==> src/irvm_pkg.sv <==
/*
  Shared constants for the interrupt request and vector mapping block:
  source indices, vector numbers, vector addresses and reset values.
  Assumes one system clock and a synchronous active-high reset.
*/
package irvm_pkg;

  localparam int NUM_SRC = 23;
  localparam int SRC_W = 5;
  localparam int VEC_W = 6;
  localparam int ADDR_W = 8;

  // maskable source indices, ordered so that a lower index never has a
  // higher vector than a higher index
  localparam int SRC_LEVEL_MON = 0;
  localparam int SRC_RTC_OVF = 1;
  localparam int SRC_RTC_CMP = 2;
  localparam int SRC_PERIODIC = 3;
  localparam int SRC_GLUE = 4;
  localparam int SRC_PORT_FIRST = 5;
  localparam int SRC_TMRA_OVF = 6;
  localparam int SRC_TMRA_UNF = 7;
  localparam int SRC_TMRA_CMP0 = 8;
  localparam int SRC_TMRA_CMP1 = 9;
  localparam int SRC_TMRA_CMP2 = 10;
  localparam int SRC_TMRB0_CAPT = 11;
  localparam int SRC_TMRB1_CAPT = 12;
  localparam int SRC_TW_TARGET = 13;
  localparam int SRC_TW_CTRL = 14;
  localparam int SRC_SER_PERIPH = 15;
  localparam int SRC_SER0_RXC = 16;
  localparam int SRC_SER0_DRE = 17;
  localparam int SRC_SER0_TXC = 18;
  localparam int SRC_PORT_FOURTH = 19;
  localparam int SRC_COMPARE = 20;
  localparam int SRC_CONV_RES = 21;
  localparam int SRC_CONV_WIN = 22;

  localparam logic [VEC_W-1:0] VEC_RESET = 6'h00;
  localparam logic [VEC_W-1:0] VEC_NMI = 6'h01;
  localparam logic [VEC_W-1:0] VEC_LEVEL_MON = 6'h02;
  localparam logic [VEC_W-1:0] VEC_RTC = 6'h03;
  localparam logic [VEC_W-1:0] VEC_PERIODIC = 6'h04;
  localparam logic [VEC_W-1:0] VEC_GLUE = 6'h05;
  localparam logic [VEC_W-1:0] VEC_PORT_FIRST = 6'h06;
  localparam logic [VEC_W-1:0] VEC_TMRA_OVF = 6'h07;
  localparam logic [VEC_W-1:0] VEC_TMRA_UNF = 6'h08;
  localparam logic [VEC_W-1:0] VEC_TMRA_CMP0 = 6'h09;
  localparam logic [VEC_W-1:0] VEC_TMRA_CMP1 = 6'h0a;
  localparam logic [VEC_W-1:0] VEC_TMRA_CMP2 = 6'h0b;
  localparam logic [VEC_W-1:0] VEC_TMRB0_CAPT = 6'h0c;
  localparam logic [VEC_W-1:0] VEC_TMRB1_CAPT = 6'h0d;
  localparam logic [VEC_W-1:0] VEC_TW_TARGET = 6'h0e;
  localparam logic [VEC_W-1:0] VEC_TW_CTRL = 6'h0f;
  localparam logic [VEC_W-1:0] VEC_SER_PERIPH = 6'h10;
  localparam logic [VEC_W-1:0] VEC_SER0_RXC = 6'h11;
  localparam logic [VEC_W-1:0] VEC_SER0_DRE = 6'h12;
  localparam logic [VEC_W-1:0] VEC_SER0_TXC = 6'h13;
  localparam logic [VEC_W-1:0] VEC_PORT_FOURTH = 6'h14;
  localparam logic [VEC_W-1:0] VEC_COMPARE = 6'h15;
  localparam logic [VEC_W-1:0] VEC_CONV_RES = 6'h16;
  localparam logic [VEC_W-1:0] VEC_CONV_WIN = 6'h17;

  localparam logic [ADDR_W-1:0] ADDR_RESET = 8'h00;
  localparam logic [ADDR_W-1:0] ADDR_NMI = 8'h02;
  localparam logic [ADDR_W-1:0] ADDR_LEVEL_MON = 8'h04;
  localparam logic [ADDR_W-1:0] ADDR_RTC = 8'h06;
  localparam logic [ADDR_W-1:0] ADDR_PERIODIC = 8'h08;
  localparam logic [ADDR_W-1:0] ADDR_GLUE = 8'h0a;
  localparam logic [ADDR_W-1:0] ADDR_PORT_FIRST = 8'h0c;
  localparam logic [ADDR_W-1:0] ADDR_TMRA_OVF = 8'h0e;
  localparam logic [ADDR_W-1:0] ADDR_TMRA_UNF = 8'h10;
  localparam logic [ADDR_W-1:0] ADDR_TMRA_CMP0 = 8'h12;
  localparam logic [ADDR_W-1:0] ADDR_TMRA_CMP1 = 8'h14;
  localparam logic [ADDR_W-1:0] ADDR_TMRA_CMP2 = 8'h16;
  localparam logic [ADDR_W-1:0] ADDR_TMRB0_CAPT = 8'h18;
  localparam logic [ADDR_W-1:0] ADDR_TMRB1_CAPT = 8'h1a;
  localparam logic [ADDR_W-1:0] ADDR_TW_TARGET = 8'h1c;
  localparam logic [ADDR_W-1:0] ADDR_TW_CTRL = 8'h1e;
  localparam logic [ADDR_W-1:0] ADDR_SER_PERIPH = 8'h20;
  localparam logic [ADDR_W-1:0] ADDR_SER0_RXC = 8'h22;
  localparam logic [ADDR_W-1:0] ADDR_SER0_DRE = 8'h24;
  localparam logic [ADDR_W-1:0] ADDR_SER0_TXC = 8'h26;
  localparam logic [ADDR_W-1:0] ADDR_PORT_FOURTH = 8'h28;
  localparam logic [ADDR_W-1:0] ADDR_COMPARE = 8'h2a;
  localparam logic [ADDR_W-1:0] ADDR_CONV_RES = 8'h2c;
  localparam logic [ADDR_W-1:0] ADDR_CONV_WIN = 8'h2e;

  localparam logic [NUM_SRC-1:0] FLAGS_RESET = 23'h000000;

  // each vector belongs to one peripheral; the counter's two sources share
  function automatic logic [VEC_W-1:0] src_to_vec(input logic [SRC_W-1:0] s);
    logic [VEC_W-1:0] v;
    v = VEC_RESET;
    case (s)
      5'h00: v = VEC_LEVEL_MON;
      5'h01, 5'h02: v = VEC_RTC;
      5'h03: v = VEC_PERIODIC;
      5'h04: v = VEC_GLUE;
      5'h05: v = VEC_PORT_FIRST;
      5'h06: v = VEC_TMRA_OVF;
      5'h07: v = VEC_TMRA_UNF;
      5'h08: v = VEC_TMRA_CMP0;
      5'h09: v = VEC_TMRA_CMP1;
      5'h0a: v = VEC_TMRA_CMP2;
      5'h0b: v = VEC_TMRB0_CAPT;
      5'h0c: v = VEC_TMRB1_CAPT;
      5'h0d: v = VEC_TW_TARGET;
      5'h0e: v = VEC_TW_CTRL;
      5'h0f: v = VEC_SER_PERIPH;
      5'h10: v = VEC_SER0_RXC;
      5'h11: v = VEC_SER0_DRE;
      5'h12: v = VEC_SER0_TXC;
      5'h13: v = VEC_PORT_FOURTH;
      5'h14: v = VEC_COMPARE;
      5'h15: v = VEC_CONV_RES;
      5'h16: v = VEC_CONV_WIN;
      default: v = VEC_RESET;
    endcase
    return v;
  endfunction : src_to_vec

  // vectors are two address units apart
  function automatic logic [ADDR_W-1:0] vec_addr(input logic [VEC_W-1:0] v);
    return {1'b0, v, 1'b0};
  endfunction : vec_addr

endpackage : irvm_pkg

==> src/irvm_flag_bank.sv <==
/*
  Bank of sticky interrupt flags, one per maskable source.
  Assumes set and clear strobes come from logic on the same clock.
*/
`timescale 1ns/1ps
module irvm_flag_bank
  import irvm_pkg::*;
(
  // clock and reset
  input wire logic clk_in,
  input wire logic sys_rst_in,
  // strobes
  input wire logic [NUM_SRC-1:0] set_in,
  input wire logic [NUM_SRC-1:0] clr_in,
  // state
  output logic [NUM_SRC-1:0] flag_out
);

  typedef struct packed {
    logic [NUM_SRC-1:0] flag;
  } irvm_fb_state_t;

  irvm_fb_state_t s_reg;
  irvm_fb_state_t s_next;

  always_comb
  begin
    s_next = s_reg;
    // set beats a clear landing in the same cycle
    s_next.flag = (s_reg.flag & ~clr_in) | set_in;
  end

  always_ff @(posedge clk_in)
  begin
    if (sys_rst_in)
      s_reg.flag <= FLAGS_RESET;
    else
      s_reg <= s_next;
  end

  assign flag_out = s_reg.flag;

endmodule : irvm_flag_bank

==> src/irvm_prio_enc.sv <==
/*
  Lowest-index finder over the live request vector.
  Assumes source index order follows vector order.
*/
`timescale 1ns/1ps
module irvm_prio_enc
  import irvm_pkg::*;
(
  // requests
  input wire logic [NUM_SRC-1:0] req_in,
  // result
  output logic found_out,
  output logic [SRC_W-1:0] idx_out
);

  always_comb
  begin
    found_out = 1'b0;
    idx_out = '0;
    for (int i = NUM_SRC - 1; i >= 0; i--)
    begin
      if (req_in[i])
      begin
        found_out = 1'b1;
        idx_out = SRC_W'(i);
      end
    end
  end

endmodule : irvm_prio_enc

==> src/irvm_ctrl.sv <==
/*
  Interrupt request generation and vector mapping for the processor core.
  Peripherals drive one-cycle condition strobes and flag clears on the
  system clock; enables and the global enable are plain level inputs.
*/
// Summary of operation
// - Each vector belongs to one peripheral, which may merge its sources.
// - A peripheral condition sets that source's sticky flag.
// - A per-source enable bit turns each source on or off.
// - A source starts a request only while its enable and its flag are both set.
// - A taken request lasts until its flag clears, whatever the enable.
// - Nothing maskable reaches the core unless the global enable is set.
// - Reset sits at vector 0 (0x00); the checksum NMI at vector 1 (0x02).
// - The supply level monitor uses vector 2 at 0x04.
// - Counter overflow and compare share vector 3; periodic uses vector 4.
// - Glue logic uses vector 5, the first pin port vector 6.
// - Timer A overflow, underflow and compares 0-2 use vectors 7 to 11.
// - Timer B captures use 12, 13; two-wire 14, 15; serial periph 16.
// - Serial port 0 receive, data empty, transmit use vectors 17 to 19.
// - Fourth port 20, comparator 21, converter result 22, window 23.
`timescale 1ns/1ps
module irvm_ctrl
  import irvm_pkg::*;
(
  // clock and reset
  input wire logic clk_in,
  input wire logic sys_rst_in,
  // peripheral condition strobes
  input wire logic level_mon_cond_in,
  input wire logic rtc_ovf_cond_in,
  input wire logic rtc_cmp_cond_in,
  input wire logic periodic_cond_in,
  input wire logic glue_cond_in,
  input wire logic port_first_cond_in,
  input wire logic tmra_ovf_cond_in,
  input wire logic tmra_unf_cond_in,
  input wire logic tmra_cmp0_cond_in,
  input wire logic tmra_cmp1_cond_in,
  input wire logic tmra_cmp2_cond_in,
  input wire logic tmrb0_capt_cond_in,
  input wire logic tmrb1_capt_cond_in,
  input wire logic tw_target_cond_in,
  input wire logic tw_ctrl_cond_in,
  input wire logic ser_periph_cond_in,
  input wire logic ser0_rxc_cond_in,
  input wire logic ser0_dre_cond_in,
  input wire logic ser0_txc_cond_in,
  input wire logic port_fourth_cond_in,
  input wire logic compare_cond_in,
  input wire logic conv_res_cond_in,
  input wire logic conv_win_cond_in,
  input wire logic crc_nmi_cond_in,
  // flag clears and enables from software-facing peripheral logic
  input wire logic [NUM_SRC-1:0] flag_clear_in,
  input wire logic nmi_clear_in,
  input wire logic [NUM_SRC-1:0] src_enable_in,
  input wire logic global_int_en_in,
  // to the processor core
  output logic irq_req_out,
  output logic [VEC_W-1:0] irq_vector_out,
  output logic [ADDR_W-1:0] irq_addr_out,
  output logic nmi_pending_out,
  output logic reset_entry_out,
  // flag state for read-back
  output logic [NUM_SRC-1:0] irq_flags_out
);

  typedef struct packed {
    logic [NUM_SRC-1:0] req;
    logic nmi_flag;
    logic irq_req;
    logic [VEC_W-1:0] vec;
    logic [ADDR_W-1:0] addr;
    logic rst_entry;
  } irvm_state_t;

  irvm_state_t s_reg;
  irvm_state_t s_next;

  logic [NUM_SRC-1:0] src_event_w;
  logic [NUM_SRC-1:0] flag_w;
  logic [NUM_SRC-1:0] live_req_w;
  logic [NUM_SRC-1:0] fwd_w;
  logic found_w;
  logic [SRC_W-1:0] idx_w;

  // source order matches vector order, which the encoder relies on
  assign src_event_w = {
    conv_win_cond_in,
    conv_res_cond_in,
    compare_cond_in,
    port_fourth_cond_in,
    ser0_txc_cond_in,
    ser0_dre_cond_in,
    ser0_rxc_cond_in,
    ser_periph_cond_in,
    tw_ctrl_cond_in,
    tw_target_cond_in,
    tmrb1_capt_cond_in,
    tmrb0_capt_cond_in,
    tmra_cmp2_cond_in,
    tmra_cmp1_cond_in,
    tmra_cmp0_cond_in,
    tmra_unf_cond_in,
    tmra_ovf_cond_in,
    port_first_cond_in,
    glue_cond_in,
    periodic_cond_in,
    rtc_cmp_cond_in,
    rtc_ovf_cond_in,
    level_mon_cond_in
  };

  irvm_flag_bank u_flags (
    .clk_in(clk_in),
    .sys_rst_in(sys_rst_in),
    .set_in(src_event_w),
    .clr_in(flag_clear_in),
    .flag_out(flag_w)
  );

  // a taken request survives a dropped enable; only the flag ends it
  assign live_req_w = (flag_w & src_enable_in)
                    | (s_reg.req & flag_w);
  assign fwd_w = live_req_w & {NUM_SRC{global_int_en_in}};

  irvm_prio_enc u_enc (
    .req_in(fwd_w),
    .found_out(found_w),
    .idx_out(idx_w)
  );

  always_comb
  begin
    s_next = s_reg;
    s_next.req = live_req_w;
    s_next.rst_entry = 1'b0;
    // nmi: set wins over clear, no enable of any kind applies
    s_next.nmi_flag = (s_reg.nmi_flag & ~nmi_clear_in)
                    | crc_nmi_cond_in;
    if (s_reg.nmi_flag)
    begin
      s_next.irq_req = 1'b1;
      s_next.vec = VEC_NMI;
    end
    else if (found_w)
    begin
      s_next.irq_req = 1'b1;
      s_next.vec = src_to_vec(idx_w);
    end
    else
    begin
      s_next.irq_req = 1'b0;
      s_next.vec = VEC_RESET;
    end
    s_next.addr = vec_addr(s_next.vec);
  end

  always_ff @(posedge clk_in)
  begin
    if (sys_rst_in)
    begin
      s_reg.req <= FLAGS_RESET;
      s_reg.nmi_flag <= 1'b0;
      s_reg.irq_req <= 1'b0;
      s_reg.vec <= VEC_RESET;
      s_reg.addr <= ADDR_RESET;
      s_reg.rst_entry <= 1'b1;
    end
    else
      s_reg <= s_next;
  end

  assign irq_req_out = s_reg.irq_req;
  assign irq_vector_out = s_reg.vec;
  assign irq_addr_out = s_reg.addr;
  assign nmi_pending_out = s_reg.nmi_flag;
  assign reset_entry_out = s_reg.rst_entry;
  assign irq_flags_out = flag_w;

  // helpers read only by the checks below
  logic [NUM_SRC-1:0] held_w;
  logic lm_win_w;
  logic rtc_cmp_only_w;
  logic quiet_w;
  assign held_w = s_reg.req & flag_w;
  assign lm_win_w = fwd_w[SRC_LEVEL_MON] & ~s_reg.nmi_flag;
  assign rtc_cmp_only_w = fwd_w[SRC_RTC_CMP] & ~s_reg.nmi_flag
                        & ~(|fwd_w[SRC_RTC_CMP-1:0]);
  assign quiet_w = ~s_reg.nmi_flag & ~(|(flag_w & src_enable_in))
                 & ~(|s_reg.req);
  // one forwarded source and no alarm: the vector is fixed by the table
  logic solo_w;
  logic [NUM_SRC-1:0] idle_w;
  assign solo_w = ~s_reg.nmi_flag & (|fwd_w)
                & ~(|(fwd_w & (fwd_w - NUM_SRC'(1))));
  assign idle_w = flag_w & ~src_enable_in & ~s_reg.req;
endmodule : irvm_ctrl

==> config.mk <==
export PLATFORM = sky130hd
export DESIGN_NAME = irvm_ctrl
export DESIGN_NICKNAME = d
export VERILOG_FILES = /design/src/irvm_pkg.sv /design/src/irvm_flag_bank.sv /design/src/irvm_prio_enc.sv /design/src/irvm_ctrl.sv
export SDC_FILE = /design/constraint.sdc
export NUM_CORES = 1
export LEC_CHECK = 0
export BUFFER_PORTS_ARGS = -buffer_cell sky130_fd_sc_hd__buf_2
export CAP_MARGIN = 40
export CORE_AREA = 3 3 68 96
export DETAILED_ROUTE_END_ITERATION = 8
export DIE_AREA = 0 0 71 99
export PLACE_DENSITY = 0.74
export SLEW_MARGIN = 20
export SYNTH_ARGS = -nofsm -noshare
export SYNTH_HDL_FRONTEND = slang
export SYNTH_HIERARCHICAL = 1
export SYNTH_SLANG_ARGS = --single-unit
==> constraint.sdc <==
create_clock -name clk_in -period 2.55 [get_ports clk_in]
set_clock_uncertainty 0.1 [all_clocks]
set_input_delay 0.51 -clock clk_in [delete_from_list [all_inputs] [get_ports clk_in]]
set_output_delay 0.51 -clock clk_in [all_outputs]
set_load 0.02 [all_outputs]
# ---- Word level (Yosys, flattened, before mapping)
# Memory sizes are Yosys's and may differ from the RTL's.
# Cells that the tools add are included.
dict set report totals {
  register_bits 57
  romBits 160
  mem_count 1
}
dict set report op_classes {
  n_mux 49
  bitwise 10
}
# name words word_bits rd rd_ports_with_merged_regs wr line
set memory_table {}
lappend memory_table {{(name not given)} 32 5 1 0 0 irvm_pkg.sv:95} ;# case (s)
# cell count
set op_table {}
lappend op_table {{5-bit 2-to-1 mux} 23}
lappend op_table {{23-bit bitwise AND} 4}
lappend op_table {{23-bit OR} 2}
lappend op_table {{1-bit 2-to-1 mux} 24}
lappend op_table {{23-bit NOT} 1}
lappend op_table {{7-bit 2-to-1 mux} 2}
lappend op_table {{1-bit bitwise AND} 1}
lappend op_table {{1-bit NOT} 1}
lappend op_table {{1-bit OR} 1}

# ---- Depth between registers and ports, before layout
# Gate-level depths: netlist of the first run.
# An unclocked memory read counts as a cell.
dict set report depth {
  depth_word 29
  mapped_depth 11
  ltp_nobuf 10
}

# ---- By module
# Netlist of the first run, hierarchy kept.
# mod area_each_um2 n_inst cells_per_inst
set by_module_without_submodules {}
lappend by_module_without_submodules {irvm_ctrl 1234.9 1 151}
lappend by_module_without_submodules {irvm_flag_bank 828.3 1 94}
lappend by_module_without_submodules {irvm_prio_enc 267.8 1 45}

# ---- Worst setup path before layout of the first run
# OpenSTA, ideal clock, no wires.
dict set report synth_timing {
  path_type {input-to-reg}
  start {input port global_int_en_in}
  end {register s_reg, in the netlist irq_addr_out[2]}
  arrival_ns 2.518
  required_ns 2.328
  slack_ns -0.190
  cell_stages 11
  path_cell_list {inv_1 > clkbuf_1 > nor2_1 > nor2b_1 > a2111oi_2 > o311ai_1 > a221oi_1 > ha_1 > and2b_1 > o21ai_0 > a21oi_1}
}
# item line
set synth_lines {}
lappend synth_lines {{start, declared} irvm_ctrl.sv:57} ;# input wire logic global_int_en_in,
lappend synth_lines {{23-bit bitwise AND} irvm_ctrl.sv:125} ;# assign fwd_w = live_req_w & {NUM_SRC{global_int_en_in}};
lappend synth_lines {{via fwd_w[18]} irvm_ctrl.sv:83} ;# logic [NUM_SRC-1:0] fwd_w;
lappend synth_lines {{5-bit 2-to-1 mux (19 in series)} irvm_prio_enc.sv:22} ;# if (req_in[i])
lappend synth_lines {{via idx_w[0]} irvm_ctrl.sv:85} ;# logic [SRC_W-1:0] idx_w;
lappend synth_lines {{memory 32 x 5 bit} --}
lappend synth_lines {{7-bit 2-to-1 mux} irvm_ctrl.sv:146} ;# else if (found_w)
lappend synth_lines {{7-bit 2-to-1 mux} irvm_ctrl.sv:141} ;# if (s_reg.nmi_flag)
lappend synth_lines {{end signal, assigned} irvm_ctrl.sv:171} ;# s_reg <= s_next;
lappend synth_lines {{end, declared} irvm_ctrl.sv:77} ;# irvm_state_t s_reg;
# The timed path passes the listed nets, and every way through them passes these cells.
# A chain may end at the register's enable or synchronous reset.

# ---- Worst setup path after layout of the first run
dict set report layout_timing {
  start {input port global_int_en_in}
  end {register s_reg, in the netlist irq_addr_out[2]}
}
# item line
set layout_lines {}
lappend layout_lines {{23-bit bitwise AND} irvm_ctrl.sv:125}
lappend layout_lines {{via fwd_w[11]} irvm_ctrl.sv:83}
lappend layout_lines {{5-bit 2-to-1 mux (12 in series)} irvm_prio_enc.sv:22}
lappend layout_lines {{via idx_w[0]} irvm_ctrl.sv:85}
lappend layout_lines {{memory 32 x 5 bit} --}
lappend layout_lines {{7-bit 2-to-1 mux} irvm_ctrl.sv:146}
lappend layout_lines {{7-bit 2-to-1 mux} irvm_ctrl.sv:141}
# The timed path passes the listed nets, and every way through them passes these cells.

==> flow_results.xml, run 1 <==
<?xml version="1.0" encoding="UTF-8"?>
<metrics>
  <group name="cells_and_area">
    <metric name="multiInputGateArea" unit="sq um">1130</metric>
    <metric name="area_growth_syn_to_layout" unit="%">41.8</metric>
    <metric name="final_net_count" unit="">494</metric>
    <metric name="antennaDiodeCount" unit="">0</metric>
    <metric name="fin_cells" unit="">489</metric>
    <metric name="layout.area.seq" unit="sq um">1080</metric>
    <metric name="fill_cells" unit="">533</metric>
    <metric name="share_of_post_route_cells_with_drive_strength_above_1" unit="%">42.7</metric>
    <metric name="finish.instance_area" unit="sq um">3300</metric>
    <metric name="final_core_utilization" unit="%">57.2</metric>
  </group>
  <group name="placed_design">
    <metric name="detailedPlacementHpwl" unit="mm">4.30</metric>
    <metric name="final_estimated_routing_congestion_in_global_placement" unit="">0.798</metric>
    <metric name="post_place_instance_area" unit="sq um">3040</metric>
    <metric name="dpl.cell_count" unit="">479</metric>
    <metric name="place_ws" unit="ps">-284</metric>
    <metric name="numPortBuffers" unit="">109</metric>
  </group>
  <group name="critical_path">
    <metric name="crit_type" unit="">input pin to flop</metric>
    <metric name="critPathLaunchType" unit="">input pin</metric>
    <metric name="cp_data_required_time" unit="ps">2640</metric>
    <metric name="worstPathArrival" unit="ps">2580</metric>
    <metric name="nature_of_the_critical_path_endpoint" unit="">flop</metric>
    <metric name="worst_path_max_fanout" unit="">13</metric>
  </group>
  <group name="clocking">
    <metric name="cts_inserted_buffers" unit="">5</metric>
    <metric name="clock_sink_count" unit="">54</metric>
    <metric name="clock_latency" unit="ps">300</metric>
    <metric name="cts_hold_repair.buffers" unit="">0</metric>
    <metric name="htree_levels" unit="">2</metric>
    <metric name="ctsRootBufferMaster" unit="">sky130_fd_sc_hd__clkbuf_8</metric>
    <metric name="tritoncts" unit="">done</metric>
    <metric name="clock_slew_seen_by_the_registers_of_the_worst_setup_and_hold_paths" unit="ps">80</metric>
    <metric name="clock_path_buffers" unit="">2</metric>
  </group>
  <group name="sta">
    <metric name="final-max-slew-violation-count" unit="">0</metric>
    <metric name="timing.final.hold_violations" unit="">0</metric>
    <metric name="max_freq" unit="MHz">402</metric>
    <metric name="finalWorstPathRequiredPeriod" unit="ps">2490</metric>
    <metric name="postLayoutSetupSlackWorst" unit="ps">59.9</metric>
    <metric name="finalCritPeriodShare" unit="%">97.7</metric>
    <metric name="count_of_endpoints_failing_setup_in_the_final_report" unit="">0</metric>
    <metric name="timing.setup.tns" unit="ps">0</metric>
  </group>
  <group name="power_and_ir_drop">
    <metric name="p_leak" unit="nW">1.62</metric>
    <metric name="peakVddDrop" unit="mV">0.338</metric>
    <metric name="power.density_cell_area" unit="nW/um^2">590</metric>
  </group>
  <group name="global_routing">
    <metric name="globalRoute.totalOverflow" unit="">0</metric>
    <metric name="grt_max_degree" unit="">30</metric>
    <metric name="grt_antenna_before_repair" unit="">0</metric>
    <metric name="grt_pass1_wl" unit="mm">8.95</metric>
    <metric name="first_global_vias" unit="">2280</metric>
    <metric name="global_route.usage.total" unit="%">15.6</metric>
  </group>
  <group name="yosys">
    <metric name="muxShareOfSynthArea" unit="%">0</metric>
    <metric name="synth_fa_ha_area_share" unit="%">1.07</metric>
    <metric name="synth-async-reset-ratio" unit="%">0</metric>
    <metric name="synth.ff_latch_count" unit="">54</metric>
    <metric name="syn-instance-count" unit="">290</metric>
    <metric name="netlist_area_before_placement" unit="sq um">2330</metric>
    <metric name="synth-simple-area-share" unit="%">24.4</metric>
    <metric name="synth.yosys.warnings" unit="">6</metric>
    <metric name="post_synth.cell_area_avg" unit="sq um">8.04</metric>
    <metric name="synth-compound-area-share" unit="%">16.7</metric>
    <metric name="yosysSeqAreaShare" unit="%">46.4</metric>
    <metric name="synthXorXnorAreaFrac" unit="%">0</metric>
    <metric name="synth_top_family_by_area" unit="">simple AND/OR/NAND/NOR gates</metric>
    <metric name="unique_masters_post_synth" unit="">36</metric>
    <metric name="number_of_synthesized_flops_with_an_enable_pin" unit="">0</metric>
    <metric name="synth_ff_type" unit="">sky130_fd_sc_hd__dfxtp_1</metric>
  </group>
  <group name="floorplanning">
    <metric name="die_h" unit="microns">99</metric>
    <metric name="floorplan.die_area" unit="sq um">7030</metric>
    <metric name="ios" unit="">114</metric>
    <metric name="rows" unit="">33</metric>
    <metric name="core_outline_area" unit="sq um">5780</metric>
    <metric name="die_w" unit="microns">71</metric>
    <metric name="start_util" unit="%">40.3</metric>
  </group>
  <group name="outcome">
    <metric name="run_status" unit="">finished, final reports clean</metric>
  </group>
  <group name="detailed_routing">
    <metric name="route.antenna.remaining_nets" unit="">0</metric>
    <metric name="drt_wl_total" unit="mm">5.81</metric>
    <metric name="drt-wirelength-per-cell" unit="microns">11.9</metric>
    <metric name="drc" unit="">0</metric>
    <metric name="dr.pass1.iters" unit="">4</metric>
    <metric name="detail_route.iter0.violations" unit="">53</metric>
    <metric name="route.vias.total" unit="">2319</metric>
    <metric name="detail_route.vias_per_cell" unit="">4.74</metric>
  </group>
  <group name="worst_hold_path">
    <metric name="hold_path.class" unit="">input pin to flop</metric>
  </group>
  <group name="run">
    <metric name="cap_violations" unit="">0</metric>
  </group>
</metrics>
[final cells by class]
class / count / share of cell area (%)
Timing Repair Buffer: 138 / 23.5
Multi-Input combinational cell: 190 / 34.3
Timing Repair inverter: 1 / 0.227
Inverter: 28 / 3.29
Sequential cell: 54 / 32.8
Clock inverter: 1 / 0.909
Tap cell: 70 / 2.65
Clock buffer: 7 / 2.31
[stage by stage]
stage	total power, mW	hold slack (ps)
after floorplan	1.23	368
after global placement	1.37	368
after detailed placement	1.38	379
after CTS	1.93	314
after global routing	2.05	324
final	1.95	320
[routing by layer]
layer / vias up / part of all wire, % / track usage, %
met5: - / 0 / 0
met4: 0 / 1.5 / 5.79
met3: 11 / 5.8 / 3.27
met2: 71 / 56 / 31.5
met1: 1050 / 37 / 14.8
li1: 1187 / - / -
[worst paths after layout]
check	from	to	slack [ps]	cells past startpoint
setup reg to reg	s_reg[33]	irq_addr_out[2]	80	11
hold / removal	crc_nmi_cond_in	nmi_pending_out	320	3
setup / recovery	global_int_en_in	irq_addr_out[2]	60	12
hold reg to reg	u_flags/flag_out[7]	u_flags/flag_out[7]	390	2
[cell usage after synthesis, types with 2 or more instances]
| master | count | area (sq um) |
|---|---|---|
| sky130_fd_sc_hd__nand2b_1 | 25 | 156 |
| sky130_fd_sc_hd__nor3_1 | 6 | 30.0 |
| sky130_fd_sc_hd__buf_2 | 2 | 10.0 |
| sky130_fd_sc_hd__buf_4 | 14 | 105 |
| sky130_fd_sc_hd__and2b_2 | 2 | 17.5 |
| sky130_fd_sc_hd__ha_1 | 2 | 25.0 |
| sky130_fd_sc_hd__nor2b_1 | 2 | 12.5 |
| sky130_fd_sc_hd__nor2_1 | 57 | 214 |
| sky130_fd_sc_hd__dfxtp_1 | 54 | 1080 |
| sky130_fd_sc_hd__nor4_1 | 7 | 43.8 |
| sky130_fd_sc_hd__clkbuf_1 | 2 | 7.51 |
| sky130_fd_sc_hd__nand2_1 | 9 | 33.8 |
| sky130_fd_sc_hd__a21oi_1 | 32 | 160 |
| sky130_fd_sc_hd__o21ai_0 | 25 | 125 |
| sky130_fd_sc_hd__inv_1 | 28 | 105 |
| sky130_fd_sc_hd__buf_6 | 3 | 33.8 |
[critical path, cell delays in order]
cell and delay, ps:
sky130_fd_sc_hd__buf_8 90, sky130_fd_sc_hd__clkinvlp_4 180, sky130_fd_sc_hd__buf_6 220, sky130_fd_sc_hd__nor2_4 150, sky130_fd_sc_hd__nor2b_1 70, sky130_fd_sc_hd__o21bai_1 200, sky130_fd_sc_hd__o311ai_2 150, sky130_fd_sc_hd__a221oi_2 330
sky130_fd_sc_hd__ha_1 330, sky130_fd_sc_hd__and2b_1 190, sky130_fd_sc_hd__o21ai_1 80, sky130_fd_sc_hd__a21oi_1 80
[timing repair]
item	in CTS	in global routing
hold endpoints to repair	0	0
endpoints found under the setup margin	0	5
setup buffers	0	2
gates resized for setup	0	46
[kinds of logic (layout without fill, tap and decap cells)]
kind of cell    after synthesis  in the layout
compound gates               69             69
fa+ha+maj                     2              2
buf+inv                      49            175
flops                        54             54
other cells                   1              4
simple gates                115            115
[power by group]
group / internal, mW / switching, mW / total, mW
Combinational: 0.217 / 0.261 / 0.478
Clock: 0.294 / 0.256 / 0.550
Sequential: 0.894 / 0.0266 / 0.921
[layout by cell type (no fill, tap or decap), types with 3 or more instances in the layout]
master,n
sky130_fd_sc_hd__buf_2,108
sky130_fd_sc_hd__dfxtp_1,52
sky130_fd_sc_hd__nor2_1,46
sky130_fd_sc_hd__a21oi_1,31
sky130_fd_sc_hd__buf_4,28
sky130_fd_sc_hd__inv_1,27
sky130_fd_sc_hd__nand2b_1,24
sky130_fd_sc_hd__o21ai_0,14
sky130_fd_sc_hd__o21ai_1,11
sky130_fd_sc_hd__nand2_1,9
sky130_fd_sc_hd__nor2_2,7
sky130_fd_sc_hd__nor4_2,5
sky130_fd_sc_hd__clkbuf_8,5
sky130_fd_sc_hd__nor2_4,4
sky130_fd_sc_hd__nor3_1,4
sky130_fd_sc_hd__conb_1,4
sky130_fd_sc_hd__nor3_2,3
No activity file was read; power rests on OpenSTA's default activity.
==> run 2, diff against run 1 <==
--- a/config.mk
+++ b/config.mk
@@ -7,9 +7,9 @@
 export LEC_CHECK = 0
 export BUFFER_PORTS_ARGS = -buffer_cell sky130_fd_sc_hd__buf_2
 export CAP_MARGIN = 40
-export CORE_AREA = 3 3 68 96
+export CORE_AREA = 2 2 67 95
 export DETAILED_ROUTE_END_ITERATION = 8
-export DIE_AREA = 0 0 71 99
+export DIE_AREA = 0 0 69 97
 export PLACE_DENSITY = 0.74
 export SLEW_MARGIN = 20
 export SYNTH_ARGS = -nofsm -noshare
==> run 2 against run 1 <==
Net effect:
- clock-buffer cell count stayed put
- maximum frequency rose by 1.2%
- non-clock buffer count is 7 higher
- global-route usage grew 0.17 points
- first-iteration DRC count shrank 53%
- worst hold slack improved by 2.6 ps
- clock power down 6.2%
- largest cell class is now flip-flops and latches
- utilization down 0.91 points
- via count down 0.78%
- largest power group unchanged
- total power fell by 2.8%
- flip-flop and latch count did not move
==> flow_results.xml, run 2 (synthesized netlist as in run 1, its figures left out) <==
<?xml version="1.0" encoding="UTF-8"?>
<metrics>
  <group name="power_and_ir_drop">
    <metric name="power.switching" unit="mW">0.535</metric>
    <metric name="peakVddDrop" unit="mV">0.380</metric>
    <metric name="power_frac_comb" unit="%">24.2</metric>
    <metric name="reg_power_share" unit="%">48.6</metric>
    <metric name="power_switching_share" unit="%">28.2</metric>
    <metric name="power.density_cell_area" unit="nW/um^2">582</metric>
    <metric name="intPower" unit="mW">1.36</metric>
    <metric name="final_total_pwr" unit="mW">1.89</metric>
    <metric name="pwr-share-clk" unit="%">27.2</metric>
    <metric name="p_leak" unit="nW">1.64</metric>
  </group>
  <group name="critical_path">
    <metric name="cpPeakStageDelay" unit="ps">370</metric>
    <metric name="nature_of_the_critical_path_endpoint" unit="">flop</metric>
    <metric name="critical_path.cell_chain" unit="">buf_2, o21ai_1, buf_4, nor2_1, nand2b_1, a2111oi_2, o311ai_1, a221oi_2, ha_1, and2b_1, o21ai_1, a21oi_1</metric>
    <metric name="crit_type" unit="">input pin to flop</metric>
    <metric name="timing.critical_path.max_delay_family" unit="">compound AO/OA/AOI/OAI gates</metric>
    <metric name="timing_startpoint_of_the_critical_path" unit="">src_enable_in[20]</metric>
    <metric name="critPathBufInv" unit="">2</metric>
    <metric name="r2r_start" unit="">u_flags/flag_out[21]</metric>
    <metric name="worstPathArrival" unit="ps">2560</metric>
    <metric name="rrSetupSlack" unit="ps">100</metric>
    <metric name="worstSetupEndpoint" unit="">irq_addr_out[2]</metric>
    <metric name="cp_common_cell" unit="">sky130_fd_sc_hd__o21ai_1</metric>
    <metric name="rr_worst_depth" unit="">11</metric>
    <metric name="worst_path_max_fanout" unit="">3</metric>
    <metric name="cp_data_required_time" unit="ps">2640</metric>
    <metric name="critPathLaunchType" unit="">input pin</metric>
    <metric name="cp_num_cells" unit="">12</metric>
    <metric name="crit-reg2reg-capture" unit="">irq_addr_out[2]</metric>
    <metric name="slowest_stage" unit="">sky130_fd_sc_hd__a2111oi_2</metric>
  </group>
  <group name="floorplanning">
    <metric name="core_outline_area" unit="sq um">5780</metric>
    <metric name="ios" unit="">114</metric>
    <metric name="rows" unit="">33</metric>
    <metric name="floorplan.die_area" unit="sq um">6690</metric>
    <metric name="start_util" unit="%">40.3</metric>
    <metric name="die_w" unit="microns">69</metric>
    <metric name="die_h" unit="microns">97</metric>
  </group>
  <group name="clocking">
    <metric name="clock_path_buffers" unit="">2</metric>
    <metric name="htree_levels" unit="">2</metric>
    <metric name="clock_latency" unit="ps">300</metric>
    <metric name="cts_inserted_buffers" unit="">5</metric>
    <metric name="clock_sink_count" unit="">54</metric>
    <metric name="ctsRootBufferMaster" unit="">sky130_fd_sc_hd__clkbuf_8</metric>
    <metric name="tritoncts" unit="">done</metric>
    <metric name="cts_hold_repair.buffers" unit="">0</metric>
    <metric name="clock_slew_seen_by_the_registers_of_the_worst_setup_and_hold_paths" unit="ps">90</metric>
  </group>
  <group name="sta">
    <metric name="finalWorstPathRequiredPeriod" unit="ps">2460</metric>
    <metric name="postLayoutSetupSlackWorst" unit="ps">88.8</metric>
    <metric name="count_of_endpoints_failing_setup_in_the_final_report" unit="">0</metric>
    <metric name="final-max-slew-violation-count" unit="">0</metric>
    <metric name="max_freq" unit="MHz">406</metric>
    <metric name="timing.final.hold_violations" unit="">0</metric>
    <metric name="finalCritPeriodShare" unit="%">96.5</metric>
    <metric name="grt_setup_unrepaired" unit="">true</metric>
    <metric name="timing.setup.tns" unit="ps">0</metric>
  </group>
  <group name="detailed_routing">
    <metric name="drt-wirelength-per-cell" unit="microns">10.6</metric>
    <metric name="detail_route.vias_per_cell" unit="">4.65</metric>
    <metric name="route.vias.total" unit="">2301</metric>
    <metric name="dr.pass1.iters" unit="">4</metric>
    <metric name="drt_wl_total" unit="mm">5.24</metric>
    <metric name="drc" unit="">0</metric>
    <metric name="detail_route.iter0.violations" unit="">25</metric>
    <metric name="route.antenna.remaining_nets" unit="">0</metric>
  </group>
  <group name="cells_and_area">
    <metric name="multiInputGateArea" unit="sq um">1060</metric>
    <metric name="area_growth_syn_to_layout" unit="%">39.5</metric>
    <metric name="share_of_post_route_cells_with_drive_strength_above_1" unit="%">41.2</metric>
    <metric name="layout.area.seq" unit="sq um">1080</metric>
    <metric name="finish.instance_area" unit="sq um">3250</metric>
    <metric name="fill_cells" unit="">534</metric>
    <metric name="antennaDiodeCount" unit="">0</metric>
    <metric name="layout_commonest_cell" unit="">sky130_fd_sc_hd__buf_2</metric>
    <metric name="final_core_utilization" unit="%">56.3</metric>
    <metric name="final_cell_mix" unit="">sky130_fd_sc_hd__buf_2, sky130_fd_sc_hd__nor2_1, sky130_fd_sc_hd__dfxtp_1, sky130_fd_sc_hd__buf_4, sky130_fd_sc_hd__a21oi_1</metric>
    <metric name="final_net_count" unit="">500</metric>
  </group>
  <group name="global_routing">
    <metric name="first_global_vias" unit="">2310</metric>
    <metric name="grt_pass1_wl" unit="mm">9.07</metric>
    <metric name="globalRoute.totalOverflow" unit="">0</metric>
    <metric name="grt_max_degree" unit="">38</metric>
    <metric name="grt_antenna_before_repair" unit="">0</metric>
    <metric name="global_route.usage.total" unit="%">15.8</metric>
  </group>
  <group name="outcome">
    <metric name="run_status" unit="">finished, final reports clean</metric>
  </group>
  <group name="placed_design">
    <metric name="final_estimated_routing_congestion_in_global_placement" unit="">0.822</metric>
    <metric name="place_ws" unit="ps">-310</metric>
    <metric name="post_place_instance_area" unit="sq um">3070</metric>
    <metric name="detailedPlacementHpwl" unit="mm">4.19</metric>
    <metric name="numPortBuffers" unit="">109</metric>
  </group>
  <group name="worst_hold_path">
    <metric name="hold_path.class" unit="">input pin to flop</metric>
  </group>
  <group name="run">
    <metric name="cap_violations" unit="">0</metric>
  </group>
</metrics>
run 2: area by class of cell:
| cell class | instances | share of cell area, % |
|---|---|---|
| inverters | 28 | 3.23 |
| repair buffers | 145 | 25.1 |
| clock inverters | 1 | 0.269 |
| well taps | 70 | 2.69 |
| clock buffers | 7 | 2.96 |
| multi-input cells | 190 | 32.5 |
| flip-flops and latches | 54 | 33.3 |
run 2: worst min path at each step:
stage | startpoint | to | slack [ps] | cells after the start
3_3_place_gp | u_flags/flag_out[16] | u_flags/flag_out[16] | 370 | 2
3_5_place_dp | u_flags/flag_out[21] | u_flags/flag_out[21] | 380 | 2
5_1_grt | rtc_cmp_cond_in | u_flags/flag_out[2] | 320 | 3
6_report | crc_nmi_cond_in | nmi_pending_out | 320 | 3
4_1_cts | conv_res_cond_in | u_flags/flag_out[21] | 320 | 3
2_1_floorplan | s_reg[17] | s_reg[17] | 370 | 2
run 2: metrics by stage:
| stage | hold slack [ps] | cells |
|---|---|---|
| finish | 322 | 495 |
| global route | 324 | 495 |
| CTS | 318 | 492 |
| detailed placement | 378 | 483 |
| global placement | 366 | 483 |
| floorplan | 368 | 293 |
run 2: worst min-delay path, delay by kind of cell:
family / cells / cell delay (ps)
AO/OA/AOI/OAI: 1 / 30
AND/OR/NAND/NOR: 1 / 70
buffers and inverters: 1 / 80
run 2: power groups by stage:
stage	Clock, mW	Sequential [mW]	Combinational, mW
2_1_floorplan	0	0.969	0.258
3_3_place_gp	0	0.939	0.428
3_5_place_dp	0	0.941	0.435
4_1_cts	0.544	0.921	0.441
5_1_grt	0.574	0.928	0.505
6_report	0.516	0.920	0.457
run 2: layer usage:
| layer | global-route usage, % | part of all wire [%] | routed length (microns) | up-vias |
|---|---|---|---|---|
| met5 | 0 | 0 | 0 | - |
| met4 | 4.22 | 1.1 | 57 | 0 |
| met3 | 3.33 | 5.9 | 310 | 7 |
| met1 | 16.7 | 38 | 1990 | 1028 |
| li1 | - | - | - | 1196 |
| met2 | 30.7 | 55 | 2880 | 70 |
run 2: what timing repair did:
item                       CTS  global route
setup endpoints to repair    1             5
resized for setup            1            18
gates cloned                 0             0
pin swaps                    1             6
buffers inserted             1             3
